## config.mk

```make
export PLATFORM = sky130hd
export DESIGN_NAME = uart_core
export DESIGN_NICKNAME = d
export VERILOG_FILES = /design/src/hdl/uart_pkg.sv /design/src/hdl/uart_core.sv /design/src/hdl/uart_fifo.sv /design/src/hdl/uart_baud.sv
export SDC_FILE = /design/constraint.sdc
export NUM_CORES = 1
export LEC_CHECK = 0
export BUFFER_PORTS_ARGS = -buffer_cell sky130_fd_sc_hd__clkbuf_2
export CORE_MARGIN = 4
export CORE_UTILIZATION = 40
export CTS_CLUSTER_DIAMETER = 80
export DETAILED_ROUTE_END_ITERATION = 7
export GPL_ROUTABILITY_DRIVEN = 0
export GPL_TIMING_DRIVEN = 0
export HOLD_SLACK_MARGIN = 0.15
export SLEW_MARGIN = 20
export SYNTH_ARGS = -nofsm -noshare
export SYNTH_HDL_FRONTEND = slang
export SYNTH_HIERARCHICAL = 1
export SYNTH_SLANG_ARGS = --single-unit
```

## constraint.sdc

```tcl
create_clock -name pclk -period 3.7 [get_ports pclk]
set_input_delay 0.74 -clock pclk [delete_from_list [all_inputs] [get_ports pclk]]
set_output_delay 0.74 -clock pclk [all_outputs]
set_load 0.005 [all_outputs]
```

## src/hdl/uart_pkg.sv

```systemverilog
// register map, field positions, reset values and format codes of the serial port
// assumes a 32-bit apb slave with word-aligned registers
`default_nettype none
package uart_pkg;
   localparam logic [11:0] mode_reg_off = 12'h000; // mode_reg
   localparam logic [11:0] status_control_reg_off = 12'h004; // status_control_reg
   localparam logic [11:0] transmit_data_reg_off = 12'h008; // transmit_data_reg
   localparam logic [11:0] receive_data_reg_off = 12'h00c; // receive_data_reg
   localparam logic [11:0] baud_divisor_reg_off = 12'h010; // baud_divisor_reg
   localparam logic [11:0] irq_flag_reg_off = 12'h014; // irq flags offset, not decoded by uart_core
   // mode_reg fields
   localparam int module_enable_bit = 15;
   localparam int data_parity_select_lsb = 1;
   localparam int stop_bit_select_bit = 0;
   // status_control_reg fields
   localparam int transmit_irq_select_bit = 15;
   localparam int send_break_bit = 11;
   localparam int transmit_enable_bit = 10;
   localparam int transmit_fifo_full_bit = 9;
   localparam int transmit_idle_bit = 8;
   localparam int receive_irq_select_lsb = 6;
   localparam int receive_idle_bit = 4;
   localparam int framing_error_bit = 2;
   localparam int overrun_bit = 1;
   localparam int receive_data_available_bit = 0;
   // reset values and the parity_error_bit position
   localparam logic [15:0] mode_reset = 16'h0000;
   localparam logic [15:0] baud_reset = 16'h0000;
   localparam int parity_error_bit = 3;
   // data_parity_select codes
   localparam logic [1:0] fmt_8n = 2'h0;
   localparam logic [1:0] fmt_8e = 2'h1;
   localparam logic [1:0] fmt_8o = 2'h2;
   localparam logic [1:0] fmt_9n = 2'h3;
   // fifo geometry and baud oversampling
   localparam int fifo_depth = 4;
   localparam int fifo_width = 11;
   localparam int baud_oversample = 16;
   localparam logic [3:0] mid_tick = 4'h7;
endpackage : uart_pkg
`default_nettype wire

```

## src/hdl/uart_core.sv

```systemverilog
// serial transmitter and receiver with four-deep fifos and apb registers
// assumes a single pclk domain; serial_in_line is asynchronous
`default_nettype none
module uart_core
   import uart_pkg::*;
(
   input wire logic pclk,
   input wire logic presetn,
   input wire logic psel,
   input wire logic penable,
   input wire logic pwrite,
   input wire logic [11:0] paddr,
   input wire logic [31:0] pwdata,
   output logic [31:0] prdata,
   output logic pready,
   output logic pslverr,
   input wire logic serial_in_line,
   output logic serial_out_line,
   output logic transmit_irq_flag,
   output logic receive_irq_flag
);
   typedef enum logic [1:0] {tx_idle, tx_shift} tx_state_t;
   typedef enum logic [1:0] {rx_idle, rx_bits} rx_state_t;
   logic [15:0] mode_q; // mode_reg
   logic [15:0] baud_q; // baud_divisor_reg
   logic transmit_enable_q; // transmitter on
   logic transmit_irq_select_q; // tx irq mode
   logic send_break_q; // break request
   logic [1:0] receive_irq_select_q; // rx irq mode
   logic overrun_flag_q; // sticky overrun
   logic module_enable; // decoded enable
   logic [1:0] data_parity_select; // frame format
   logic wr; // apb write access
   logic rd; // apb read access
   logic tick; // oversample tick
   logic txf_push, txf_pop, txf_full; // transmit fifo handshakes
   logic [fifo_width-1:0] txf_head; // transmit fifo head
   logic [2:0] txf_count; // transmit fifo level
   logic rxf_push, rxf_pop, rxf_full; // receive fifo handshakes
   logic [fifo_width-1:0] rxf_head; // receive fifo head
   logic [2:0] rxf_count; // receive fifo level
   logic [fifo_width-1:0] rxf_wdata; // receive entry
   logic flush; // disable flush
   tx_state_t tx_state_q; // transmitter state
   logic [11:0] tx_shift_q; // transmit_shift_reg: data, parity, stops
   logic [3:0] tx_bits_q; // bits left
   logic [3:0] tx_sub_q; // oversample phase
   logic tx_line_q; // unbroken line level
   rx_state_t rx_state_q; // receiver state
   logic [9:0] receive_shift_reg_q; // gathered bits
   logic [3:0] rx_bits_q; // bits gathered
   logic [3:0] rx_sub_q; // oversample phase
   logic rx_meta_q, rx_sync_q, rx_prev_q; // input synchroniser
   logic [3:0] frame_len; // data plus parity bits

   // parity of the low eight bits
   function automatic logic par8(input logic [7:0] d);
      par8 = ^d;
   endfunction : par8

   assign module_enable = mode_q[module_enable_bit];
   assign data_parity_select = mode_q[data_parity_select_lsb +: 2];
   assign flush = !module_enable;
   assign wr = psel && penable && pwrite;
   assign rd = psel && penable && !pwrite;
   assign frame_len = (data_parity_select == fmt_8n) ? 4'h8 : 4'h9;

   // apb always answers in the access cycle
   always_ff @(posedge pclk or negedge presetn) begin
      if (!presetn) begin
         pready <= 1'b0;
      end else begin
         pready <= psel && !penable;
      end
   end
   assign pslverr = 1'b0;

   // configuration registers; mode and divisor survive disable
   always_ff @(posedge pclk or negedge presetn) begin
      if (!presetn) begin
         mode_q <= mode_reset;
         baud_q <= baud_reset;
         transmit_irq_select_q <= 1'b0;
         receive_irq_select_q <= 2'h0;
      end else if (wr && pready) begin
         if (paddr == mode_reg_off) mode_q <= pwdata[15:0];
         if (paddr == baud_divisor_reg_off) baud_q <= pwdata[15:0];
         if (paddr == status_control_reg_off) begin
            transmit_irq_select_q <= pwdata[transmit_irq_select_bit];
            receive_irq_select_q <= pwdata[receive_irq_select_lsb +: 2];
         end
      end
   end

   // status control bits cleared by disable
   always_ff @(posedge pclk or negedge presetn) begin
      if (!presetn) begin
         transmit_enable_q <= 1'b0;
         send_break_q <= 1'b0;
      end else if (flush) begin
         transmit_enable_q <= 1'b0;
         send_break_q <= 1'b0;
      end else if (wr && pready && paddr == status_control_reg_off) begin
         transmit_enable_q <= pwdata[transmit_enable_bit];
         send_break_q <= pwdata[send_break_bit];
      end
   end

   // transmit fifo: four eleven-bit entries, nine data bits used
   assign txf_push = wr && pready && paddr == transmit_data_reg_off;
   uart_fifo u_txf (
      .pclk(pclk), .presetn(presetn), .flush(flush),
      .push(txf_push), .wdata({2'h0, pwdata[8:0]}), .pop(txf_pop),
      .head(txf_head), .count(txf_count), .full(txf_full)
   );

   // baud clock runs only while enabled, restarts cleared
   uart_baud u_baud (
      .pclk(pclk), .presetn(presetn), .run(module_enable), .divisor(baud_q), .tick(tick)
   );

   // transmitter: fifo to shift register, then shift on ticks
   assign txf_pop = (tx_state_q == tx_idle) && transmit_enable_q && (txf_count != 3'h0) && !flush;
   always_ff @(posedge pclk or negedge presetn) begin
      if (!presetn) begin
         tx_state_q <= tx_idle;
         tx_shift_q <= 12'hfff;
         tx_bits_q <= 4'h0;
         tx_sub_q <= 4'h0;
         tx_line_q <= 1'b1;
      end else if (flush) begin
         tx_state_q <= tx_idle;
         tx_line_q <= 1'b1;
         tx_sub_q <= 4'h0;
      end else begin
         case (tx_state_q)
            tx_idle: begin
               tx_line_q <= 1'b1;
               if (txf_pop) begin
                  // start bit first; parity or ninth bit above data; stops above
                  case (data_parity_select)
                     fmt_8e: tx_shift_q <= {2'h3, par8(txf_head[7:0]), txf_head[7:0], 1'b0};
                     fmt_8o: tx_shift_q <= {2'h3, ~par8(txf_head[7:0]), txf_head[7:0], 1'b0};
                     fmt_9n: tx_shift_q <= {2'h3, txf_head[8:0], 1'b0};
                     default: tx_shift_q <= {3'h7, txf_head[7:0], 1'b0};
                  endcase
                  tx_bits_q <= frame_len + 4'h2 + {3'h0, mode_q[stop_bit_select_bit]};
                  tx_sub_q <= 4'h0;
                  tx_state_q <= tx_shift;
               end
            end
            tx_shift: begin
               if (tick) begin
                  if (tx_sub_q == 4'h0) begin
                     if (tx_bits_q == 4'h0) begin
                        tx_state_q <= tx_idle;
                        tx_line_q <= 1'b1;
                     end else begin
                        tx_line_q <= tx_shift_q[0];
                        tx_shift_q <= {1'b1, tx_shift_q[11:1]};
                        tx_bits_q <= tx_bits_q - 4'h1;
                     end
                  end
                  tx_sub_q <= tx_sub_q + 4'h1;
               end
            end
            default: tx_state_q <= tx_idle;
         endcase
      end
   end

   // line output: break overrides everything
   always_ff @(posedge pclk or negedge presetn) begin
      if (!presetn) begin
         serial_out_line <= 1'b1;
      end else begin
         serial_out_line <= send_break_q ? 1'b0 : tx_line_q;
      end
   end

   // transmit irq pulse; break never sets it
   always_ff @(posedge pclk or negedge presetn) begin
      if (!presetn) begin
         transmit_irq_flag <= 1'b0;
      end else begin
         transmit_irq_flag <= txf_pop && !send_break_q
            && (!transmit_irq_select_q || (txf_count == 3'h1 && !txf_push));
      end
   end

   // receive input synchroniser
   always_ff @(posedge pclk or negedge presetn) begin
      if (!presetn) begin
         rx_meta_q <= 1'b1;
         rx_sync_q <= 1'b1;
         rx_prev_q <= 1'b1;
      end else begin
         rx_meta_q <= serial_in_line;
         rx_sync_q <= rx_meta_q;
         rx_prev_q <= rx_sync_q;
      end
   end

   // receiver: falling edge start, mid-bit sampling
   always_ff @(posedge pclk or negedge presetn) begin
      if (!presetn) begin
         rx_state_q <= rx_idle;
         receive_shift_reg_q <= 10'h000;
         rx_bits_q <= 4'h0;
         rx_sub_q <= 4'h0;
      end else if (flush) begin
         rx_state_q <= rx_idle;
         rx_sub_q <= 4'h0;
      end else begin
         case (rx_state_q)
            rx_idle: begin
               if (rx_prev_q && !rx_sync_q) begin
                  rx_state_q <= rx_bits;
                  rx_sub_q <= 4'h0;
                  rx_bits_q <= 4'h0;
               end
            end
            rx_bits: begin
               if (tick) begin
                  rx_sub_q <= rx_sub_q + 4'h1;
                  if (rx_sub_q == mid_tick) begin
                     if (rx_bits_q == 4'h0 && rx_sync_q) begin
                        rx_state_q <= rx_idle; // false start
                     end else if (rx_bits_q == frame_len + 4'h1) begin
                        rx_state_q <= rx_idle;
                     end else begin
                        receive_shift_reg_q <= {rx_sync_q, receive_shift_reg_q[9:1]};
                     end
                     rx_bits_q <= rx_bits_q + 4'h1;
                  end
               end
            end
            default: rx_state_q <= rx_idle;
         endcase
      end
   end

   // stop-bit sample completes a character
   logic rx_done; // stop sampled this cycle
   logic [8:0] rx_data; // aligned received bits
   logic rx_parity_error_flag; // parity mismatch
   assign rx_done = (rx_state_q == rx_bits) && tick && (rx_sub_q == mid_tick) && (rx_bits_q == frame_len + 4'h1);
   assign rx_data = (frame_len == 4'h9) ? receive_shift_reg_q[9:1] : {1'b0, receive_shift_reg_q[9:2]};
   always_comb begin
      case (data_parity_select)
         fmt_8e: rx_parity_error_flag = par8(rx_data[7:0]) != receive_shift_reg_q[9];
         fmt_8o: rx_parity_error_flag = par8(rx_data[7:0]) == receive_shift_reg_q[9];
         default: rx_parity_error_flag = 1'b0;
      endcase
   end
   assign rxf_wdata = {!rx_sync_q, (data_parity_select == fmt_9n) ? 1'b0 : rx_parity_error_flag,
                       (data_parity_select == fmt_9n) ? rx_data : {1'b0, rx_data[7:0]}};
   assign rxf_push = rx_done && !rxf_full;
   assign rxf_pop = rd && pready && paddr == receive_data_reg_off;

   uart_fifo u_rxf (
      .pclk(pclk), .presetn(presetn), .flush(flush),
      .push(rxf_push), .wdata(rxf_wdata), .pop(rxf_pop),
      .head(rxf_head), .count(rxf_count), .full(rxf_full)
   );

   // overrun: full fifo meets stop bit; cleared only by software
   always_ff @(posedge pclk or negedge presetn) begin
      if (!presetn) begin
         overrun_flag_q <= 1'b0;
      end else if (flush) begin
         overrun_flag_q <= 1'b0;
      end else if (rx_done && rxf_full) begin
         overrun_flag_q <= 1'b1;
      end else if (wr && pready && paddr == status_control_reg_off && !pwdata[overrun_bit]) begin
         overrun_flag_q <= 1'b0;
      end
   end

   // receive irq pulse by selected level
   always_ff @(posedge pclk or negedge presetn) begin
      if (!presetn) begin
         receive_irq_flag <= 1'b0;
      end else begin
         case (receive_irq_select_q)
            2'h2: receive_irq_flag <= rxf_push && (rxf_count + {2'h0, 1'b1} - {2'h0, rxf_pop} == 3'h3);
            2'h3: receive_irq_flag <= rxf_push && (rxf_count + {2'h0, 1'b1} - {2'h0, rxf_pop} == 3'h4);
            default: receive_irq_flag <= rxf_push;
         endcase
      end
   end

   // read mux, registered in the setup cycle
   always_ff @(posedge pclk or negedge presetn) begin
      if (!presetn) begin
         prdata <= 32'h00000000;
      end else if (psel && !penable && !pwrite) begin
         case (paddr)
            mode_reg_off: prdata <= {16'h0000, mode_q};
            baud_divisor_reg_off: prdata <= {16'h0000, baud_q};
            receive_data_reg_off: prdata <= {23'h000000, rxf_head[8:0]};
            status_control_reg_off: begin
               prdata <= 32'h00000000;
               prdata[transmit_irq_select_bit] <= transmit_irq_select_q;
               prdata[send_break_bit] <= send_break_q;
               prdata[transmit_enable_bit] <= transmit_enable_q;
               prdata[transmit_fifo_full_bit] <= txf_full;
               prdata[transmit_idle_bit] <= (tx_state_q == tx_idle) && (txf_count == 3'h0);
               prdata[receive_irq_select_lsb +: 2] <= receive_irq_select_q;
               prdata[receive_idle_bit] <= (rx_state_q == rx_idle);
               prdata[parity_error_bit] <= rxf_head[9] && (rxf_count != 3'h0);
               prdata[framing_error_bit] <= rxf_head[10] && (rxf_count != 3'h0);
               prdata[overrun_bit] <= overrun_flag_q;
               prdata[receive_data_available_bit] <= (rxf_count != 3'h0);
            end
            default: prdata <= 32'h00000000;
         endcase
      end
   end
endmodule : uart_core
`default_nettype wire

```

## src/hdl/uart_fifo.sv

```systemverilog
// four-entry fifo with registered head output
// assumes push and pop are single-cycle strobes on pclk
`default_nettype none
module uart_fifo
   import uart_pkg::*;
(
   input wire logic pclk,
   input wire logic presetn,
   input wire logic flush,
   input wire logic push,
   input wire logic [fifo_width-1:0] wdata,
   input wire logic pop,
   output logic [fifo_width-1:0] head,
   output logic [2:0] count,
   output logic full
);
   logic [fifo_width-1:0] mem_q [fifo_depth]; // storage
   logic [1:0] wp_q; // write pointer
   logic [1:0] rp_q; // read pointer
   logic [2:0] cnt_q; // occupancy
   logic do_push; // accepted write
   logic do_pop; // accepted read
   logic [1:0] rp_next; // pointer after read
   // full writes are dropped, empty reads ignored
   assign do_push = push && (cnt_q != 3'(fifo_depth)) && !flush;
   assign do_pop = pop && (cnt_q != 3'h0) && !flush;
   assign rp_next = do_pop ? rp_q + 2'h1 : rp_q;
   // pointers and count
   always_ff @(posedge pclk or negedge presetn) begin
      if (!presetn) begin
         wp_q <= 2'h0;
         rp_q <= 2'h0;
         cnt_q <= 3'h0;
      end else if (flush) begin
         wp_q <= 2'h0;
         rp_q <= 2'h0;
         cnt_q <= 3'h0;
      end else begin
         if (do_push) wp_q <= wp_q + 2'h1;
         rp_q <= rp_next;
         cnt_q <= cnt_q + 3'(do_push) - 3'(do_pop);
      end
   end
   // storage write
   always_ff @(posedge pclk) begin
      if (do_push) mem_q[wp_q] <= wdata;
   end
   // registered head; stale value held when empty
   always_ff @(posedge pclk or negedge presetn) begin
      if (!presetn) begin
         head <= '0;
      end else if (do_push && ((cnt_q == 3'h0) || (do_pop && cnt_q == 3'h1))) begin
         head <= wdata;
      end else if (do_pop && cnt_q > 3'h1) begin
         head <= mem_q[rp_next];
      end
   end
   assign count = cnt_q;
   assign full = (cnt_q == 3'(fifo_depth));
endmodule : uart_fifo
`default_nettype wire

```

## src/hdl/uart_baud.sv

```systemverilog
// baud tick generator: one pulse per oversample slot
// assumes divisor from a register on pclk
`default_nettype none
module uart_baud
   import uart_pkg::*;
(
   input wire logic pclk,
   input wire logic presetn,
   input wire logic run,
   input wire logic [15:0] divisor,
   output logic tick
);
   logic [15:0] cnt_q; // down counter
   // counter cleared while stopped so restart is immediate
   always_ff @(posedge pclk or negedge presetn) begin
      if (!presetn) begin
         cnt_q <= 16'h0000;
         tick <= 1'b0;
      end else if (!run) begin
         cnt_q <= 16'h0000;
         tick <= 1'b0;
      end else if (cnt_q == 16'h0000) begin
         cnt_q <= divisor;
         tick <= 1'b1;
      end else begin
         cnt_q <= cnt_q - 16'h0001;
         tick <= 1'b0;
      end
   end
endmodule : uart_baud
`default_nettype wire

```

==> out/qor.txt, run 1 <==
Worst Path Required = 4.10 ns
CP peak stage delay = 0.50 ns
Most frequent CP cell = inv_1
Most common cell after layout, fill and taps aside = dfrtp_1
Most frequent cells in the layout = 135 x dfrtp_1, 80 x edfxtp_1, 67 x mux2_2
Die area = 31,200 µm²
Top delay family on crit path = simple AND/OR/NAND/NOR gates
Syn_area_per_cell = 11.8 µm²
Dpl cell area = 12,200 µm²
CP arrival = 3.67 ns
Critical Path Start Type = primary input
Worst Skew = 0.0149 ns
Vias = 7,769
Worst slew pin tran = 0.833 ns
Placed cells = 1,408
Final Hold Viols = 0
Initial DRC count = 534
Final Cycle Share = 88.4%
Standard-cell rows = 61
DP Wirelength = 18,900 µm
Starting Density = 40.7%
RSZ-0062 raised after global routing = no
Max transition margin = 44.2%
TritonCTS Buffers = 27
CP Max Fanout = 5
Port bufs = 52
Status = finished, final reports clean
Final setup fails = 0
Final nets = 1,141
ANT cells = 0
I/O Pins = 87
Drt pass-1 iters = 4
DRC viols = 0
GRT Overall Usage = 17.4%
Slew Limit Fails = 0
Hold Path Class = in -> async
Die outline width = 177 µm
Synthesized instance count = 961
Setup TNS = 0 ns
Latest clock arrival within the worst-skew pair = 0.53 ns
Post-route design area = 13,000 µm²
Post-Syn Area = 11,400 µm²
Routed wire length = 27,100 µm
Maximum clock frequency = 0.306 GHz
Layout cells sized above 1 = 23.4%
Critical path type = in -> reg
Yosys synthesis warning count = 6
Grt ovf = 0
WL/cell = 18.5 µm
Post-CTS Hold Fix Bufs = 0
Critical path endpoint category = register
Via density = 5.32
Peak supply drop = 0.418 mV
Initial antenna violation count = 1
Max Cap Violations = 0
H-tree levels = 1
Area grow syn2layout = 14.9%
Root buf cell = clkbuf_16
Largest net degree at the start of global routing = 85
Clock sink count = 230
Slowest-stage cell, CP = nor4b_4
Final std cells w/o fill = 1,461
Pwr/cell area = 444 nW/µm²
CTS tree = yes
Crit path buf inv count = 5
Core footprint = 27,900 µm²
Minimum clock period = 3.27 ns
Clk slew on worst S/H paths = 0.06 ns
Fill count = 2,608
Cell Chain, Critical Path = clkbuf_2, nor4_2, nand4_1, nor4b_4, inv_1, nor3_1, inv_1, ha_1, inv_1, ha_1, inv_1, fa_1, xnor2_1, nor2_1
LEAKAGE = 5.32 nW
Vias in the first global route = 7,752
First-pass GRT wire length = 43,500 µm
Clock Tree Buf Depth = 3
Die Y-Extent = 177 µm
ANT nets after route = 0
[path summary, 6_finish.rpt]
kind / cells past startpoint / start / end / slack (ns)
min in group pclk: 1 / serial_in_line / rx_meta_q / 0.31
worst max-delay path: 14 / paddr[9] / u_txf/count[2] / 0.43
max in group asynchronous: 2 / presetn / prdata[12] / 2.66
worst min-delay path: 1 / presetn / receive_shift_reg_q[6] / 0.24
worst min register to register: 0 / rx_meta_q / rx_sync_q / 0.35
worst max register to register: 13 / pready / u_txf/count[2] / 0.51
[where the power goes]
part           internal (mW)  switching (mW)  leakage [nW]  total [mW]
clock                   1.41            1.01         0.384        2.42
sequential              2.75           0.132          2.65        2.88
combinational          0.224           0.272          2.29       0.496
[flip-flops by register name (all words and copies together) (netlist names), 2 cells and up]
signal,cells
u_rxf/mem_q,44
mode_q,16
u_txf/rp_q,2
u_txf/count,3
u_txf/wp_q,2
tx_bits_q,4
u_rxf/rp_q,2
u_rxf/count,3
tx_shift_q,10
baud_q,16
rx_bits_q,4
u_txf/head,9
receive_irq_select_q,2
u_rxf/wp_q,2
u_txf/mem_q,36
tx_sub_q,4
receive_shift_reg_q,9
u_baud/cnt_q,16
rx_sub_q,4
u_rxf/head,11
prdata,16
[layout make-up]
class | count | area [µm²] | area share [%]
Clock inverter | 7 | 41.3 | 0.317
Buffer | 70 | 427 | 3.27
Sequential cell | 230 | 6170 | 47.3
Timing Repair Buffer | 58 | 334 | 2.56
Clock buffer | 42 | 762 | 5.84
Inverter | 32 | 126 | 0.969
Tap cell | 378 | 473 | 3.63
Multi-Input combinational cell | 644 | 4710 | 36.1
[what timing repair did]
item / CTS / global route
cloned: 0 / 0
gates resized for setup: 2 / 2
endpoints found under the setup margin: 2 / 2
setup buffers: 0 / 5
[metal layers]
layer	vias up	track usage (%)	routed length, µm	share of wire (%)
li1	3684	-	-	-
met1	3851	24.6	12300	45
met2	190	28.2	12800	47
met3	42	3.08	1310	4.8
met4	2	4.00	602	2.2
met5	-	0	20	0.074
[per-stage QoR]
stage | setup WS [ns] | utilization (%) | hold WS [ns] | total power, mW
CTS | 0.0774 | 46.5 | 0.234 | 5.86
global route | 0.0917 | 46.7 | 0.272 | 6.05
floorplan | 0.310 | - | 0.345 | 3.25
finish | 0.430 | 46.7 | 0.238 | 5.79
detailed placement | -0.621 | 43.6 | 0.347 | 3.41
global placement | -0.962 | 43.5 | 0.349 | 3.40
(Power assumes the default switching activity.)
==> run 2, diff against run 1 <==
--- a/config.mk
+++ b/config.mk
@@ -6,6 +6,7 @@
 export NUM_CORES = 1
 export LEC_CHECK = 0
 export BUFFER_PORTS_ARGS = -buffer_cell sky130_fd_sc_hd__clkbuf_2
+export CORE_ASPECT_RATIO = 1.25
 export CORE_MARGIN = 4
 export CORE_UTILIZATION = 40
 export CTS_CLUSTER_DIAMETER = 80
==> run 2 against run 1 <==
Cell area decreased by 0.40%; sequential share of layout area increased by 0.19 points; global-route usage increased by 0.076 points; first-iteration DRC count decreased by 2.8%; maximum frequency decreased by 6.5%; hold slack improved by 0.029 ns; routed wire length increased by 2.8%; power increased by 2.5%; non-clock buffer count decreased by 5; largest cell class unchanged.
==> out/qor.txt, run 2 (synthesis results as in run 1) <==
Status = finished, final reports clean (unchanged)
Most common cell after layout, fill and taps aside = dfrtp_1 (unchanged)
Max reg flops = 44 (unchanged)
FF-to-FF Start = pready (unchanged)
Grt ovf = 0 (unchanged)
LEAKAGE = 5.32 nW (about the same)
Layout cells sized above 1 = 23.3% (was 23.4%)
DRC viols = 0 (unchanged)
Final Cycle Share = 94.5% (was 88.4%)
RSZ-0062 raised after global routing = no (unchanged)
Slowest-stage cell, CP = nor4b_2 (was nor4b_4)
Starting Density = 40.8% (was 40.7%)
Max Cap Violations = 0 (unchanged)
Most frequent CP cell = inv_1 (unchanged)
First-pass GRT wire length = 44,200 µm (was 43,500 µm)
Initial DRC count = 519 (was 534)
DP Wirelength = 20,000 µm (was 18,900 µm)
Clock Tree Buf Depth = 3 (unchanged)
Slew Limit Fails = 0 (unchanged)
CTS tree = yes (unchanged)
Setup TNS = 0 ns (unchanged)
Initial antenna violation count = 0 (was 1)
Sequential fraction of design power = 48.5% (was 49.7%)
ANT nets after route = 0 (unchanged)
Core footprint = 27,800 µm² (was 27,900 µm²)
Most frequent cells in the layout = 135 x dfrtp_1, 80 x edfxtp_1, 67 x mux2_2 (unchanged)
Crit path buf inv count = 5 (unchanged)
Final Hold Viols = 0 (unchanged)
CP arrival = 3.90 ns (was 3.67 ns)
FF-to-FF path depth = 13 (unchanged)
Pwr/cell area = 457 nW/µm² (was 444 nW/µm²)
ANT cells = 0 (unchanged)
Final setup fails = 0 (unchanged)
Critical Path Start Type = primary input (unchanged)
Critical path type = in -> reg (unchanged)
Max transition margin = 45.7% (was 44.2%)
CP Max Fanout = 5 (unchanged)
Cell Chain, Critical Path = clkbuf_2, nor4_2, nand4_1, nor4b_2, inv_1, nor3_1, inv_1, ha_1, inv_1, ha_1, inv_1, fa_1, xnor2_1, nor2_1 (was clkbuf_2, nor4_2, nand4_1, nor4b_4, inv_1, nor3_1, inv_1, ha_1, inv_1, ha_1, inv_1, fa_1, xnor2_1, nor2_1)
Via density = 5.46 (was 5.32)
Min Hold Slack = 0.267 ns (was 0.238 ns)
Maximum clock frequency = 0.286 GHz (was 0.306 GHz)
Clock sink count = 230 (unchanged)
Drt pass-1 iters = 5 (was 4)
Setup ws final = 0.202 ns (was 0.430 ns)
Clock power share = 43.1% (was 41.7%)
Top delay family on crit path = simple AND/OR/NAND/NOR gates (unchanged)
Worst Path Required = 4.10 ns (about the same)
Routed wire length = 27,800 µm (was 27,100 µm)
Biggest register = u_rxf/mem_q (unchanged)
Post-CTS Setup Inserts = 0 (unchanged)
Root buf cell = clkbuf_16 (unchanged)
GRT Overall Usage = 17.5% (was 17.4%)
Clk slew on worst S/H paths = 0.06 ns (about the same)
Die outline width = 159 µm (was 177 µm)
Flop-to-flop setup slack = 0.25 ns (was 0.51 ns)
Top flop regs = u_rxf/mem_q x44, u_txf/mem_q x36 (unchanged)
P_sw = 1.44 mW (was 1.41 mW)
P_int = 4.49 mW (was 4.38 mW)
Critical path endpoint category = register (unchanged)
Die Y-Extent = 196 µm (was 177 µm)
Area grow syn2layout = 14.4% (was 14.9%)
Die area = 31,200 µm² (about the same)
WL/cell = 19.5 µm (was 18.5 µm)
Port bufs = 52 (unchanged)
Worst Skew = 0.0139 ns (was 0.0149 ns)
Setup WS pre-CTS = -0.628 ns (was -0.621 ns)
Final nets = 1,134 (was 1,141)
Minimum clock period = 3.50 ns (was 3.27 ns)
Net Sw Frac = 24.3% (was 24.4%)
Vias in the first global route = 7,945 (was 7,752)
CP peak stage delay = 0.59 ns (was 0.50 ns)
TritonCTS Buffers = 25 (was 27)
I/O Pins = 87 (unchanged)
Combinational share of power = 8.4% (was 8.6%)
Largest net degree at the start of global routing = 79 (was 85)
Latest clock arrival within the worst-skew pair = 0.53 ns (about the same)
Standard-cell rows = 68 (was 61)
Worst slew pin tran = 0.807 ns (was 0.833 ns)
Hold Path Class = in -> async (unchanged)
Vias = 7,786 (was 7,769)
Reg2Reg Capture Point = u_txf/count[2] (unchanged)
H-tree levels = 1 (unchanged)
Total power = 5.93 mW (was 5.79 mW)
Peak supply drop = 0.252 mV (was 0.418 mV)
==> run 2: cell types whose count changed in the layout (fill, tap and decap cells not counted) <==
cell,delta
clkinv_2,+3
clkinv_1,-2
nor4b_4,-1
buf_4,-5
clkbuf_1,-5
nor4b_2,+1
bufinv_16,+3
clkinvlp_4,-2
inv_1,+1
inv_8,+1
clkbuf_16,-2
==> run 2: worst max path at each step <==
stage	start	end	slack [ns]	cells past startpoint
floorplan	paddr[9]	u_txf/count[2]	0.31	13
global placement	presetn	u_rxf/wp_q[0]	-0.89	1
detailed placement	paddr[9]	u_txf/count[2]	-0.63	14
CTS	mode_q[15]	u_txf/count[2]	0.001	13
global route	mode_q[15]	u_txf/count[2]	0.01	12
finish	paddr[9]	u_txf/count[2]	0.20	14
==> run 2: cell type report <==
class	count	area [µm²]
Inverter	32	123
Clock inverter	11	143
Sequential cell	230	6170
Clock buffer	35	693
Fill cell	2554	14800
Tap cell	350	438
Multi-Input combinational cell	644	4700
Buffer	70	427
Timing Repair Buffer	53	297
==> run 2: metal layers <==
layer | vias to the layer above | share of wire [%] | global-route usage (%)
li1 | 3674 | - | -
met1 | 3893 | 42 | 21.6
met2 | 161 | 52 | 32.0
met3 | 58 | 3.3 | 2.45
met4 | 0 | 2.6 | 5.11
met5 | - | 0 | 0
==> run 2: power by group through the flow <==
stage | Clock (mW) | Sequential (mW) | Combinational (mW)
6_report | 2.56 | 2.88 | 0.499
2_1_floorplan | 0 | 2.89 | 0.350
5_1_grt | 2.72 | 2.89 | 0.565
4_1_cts | 2.62 | 2.87 | 0.501
3_3_place_gp | 0 | 2.92 | 0.487
3_5_place_dp | 0 | 2.92 | 0.499
==> run 2: what timing repair did <==
action                     4_1_cts  5_1_grt
setup endpoints to repair        2        2
resized for setup                2        0
hold buffers                     0        0
==> run 2: metrics by stage <==
stage,instance area [µm²],instances,utilization (%)
CTS,13000,1426,46.7
global placement,12100,1379,43.5
finish,13000,1425,46.7
global route,13000,1425,46.7
detailed placement,12200,1380,43.7
floorplan,11400,977,-
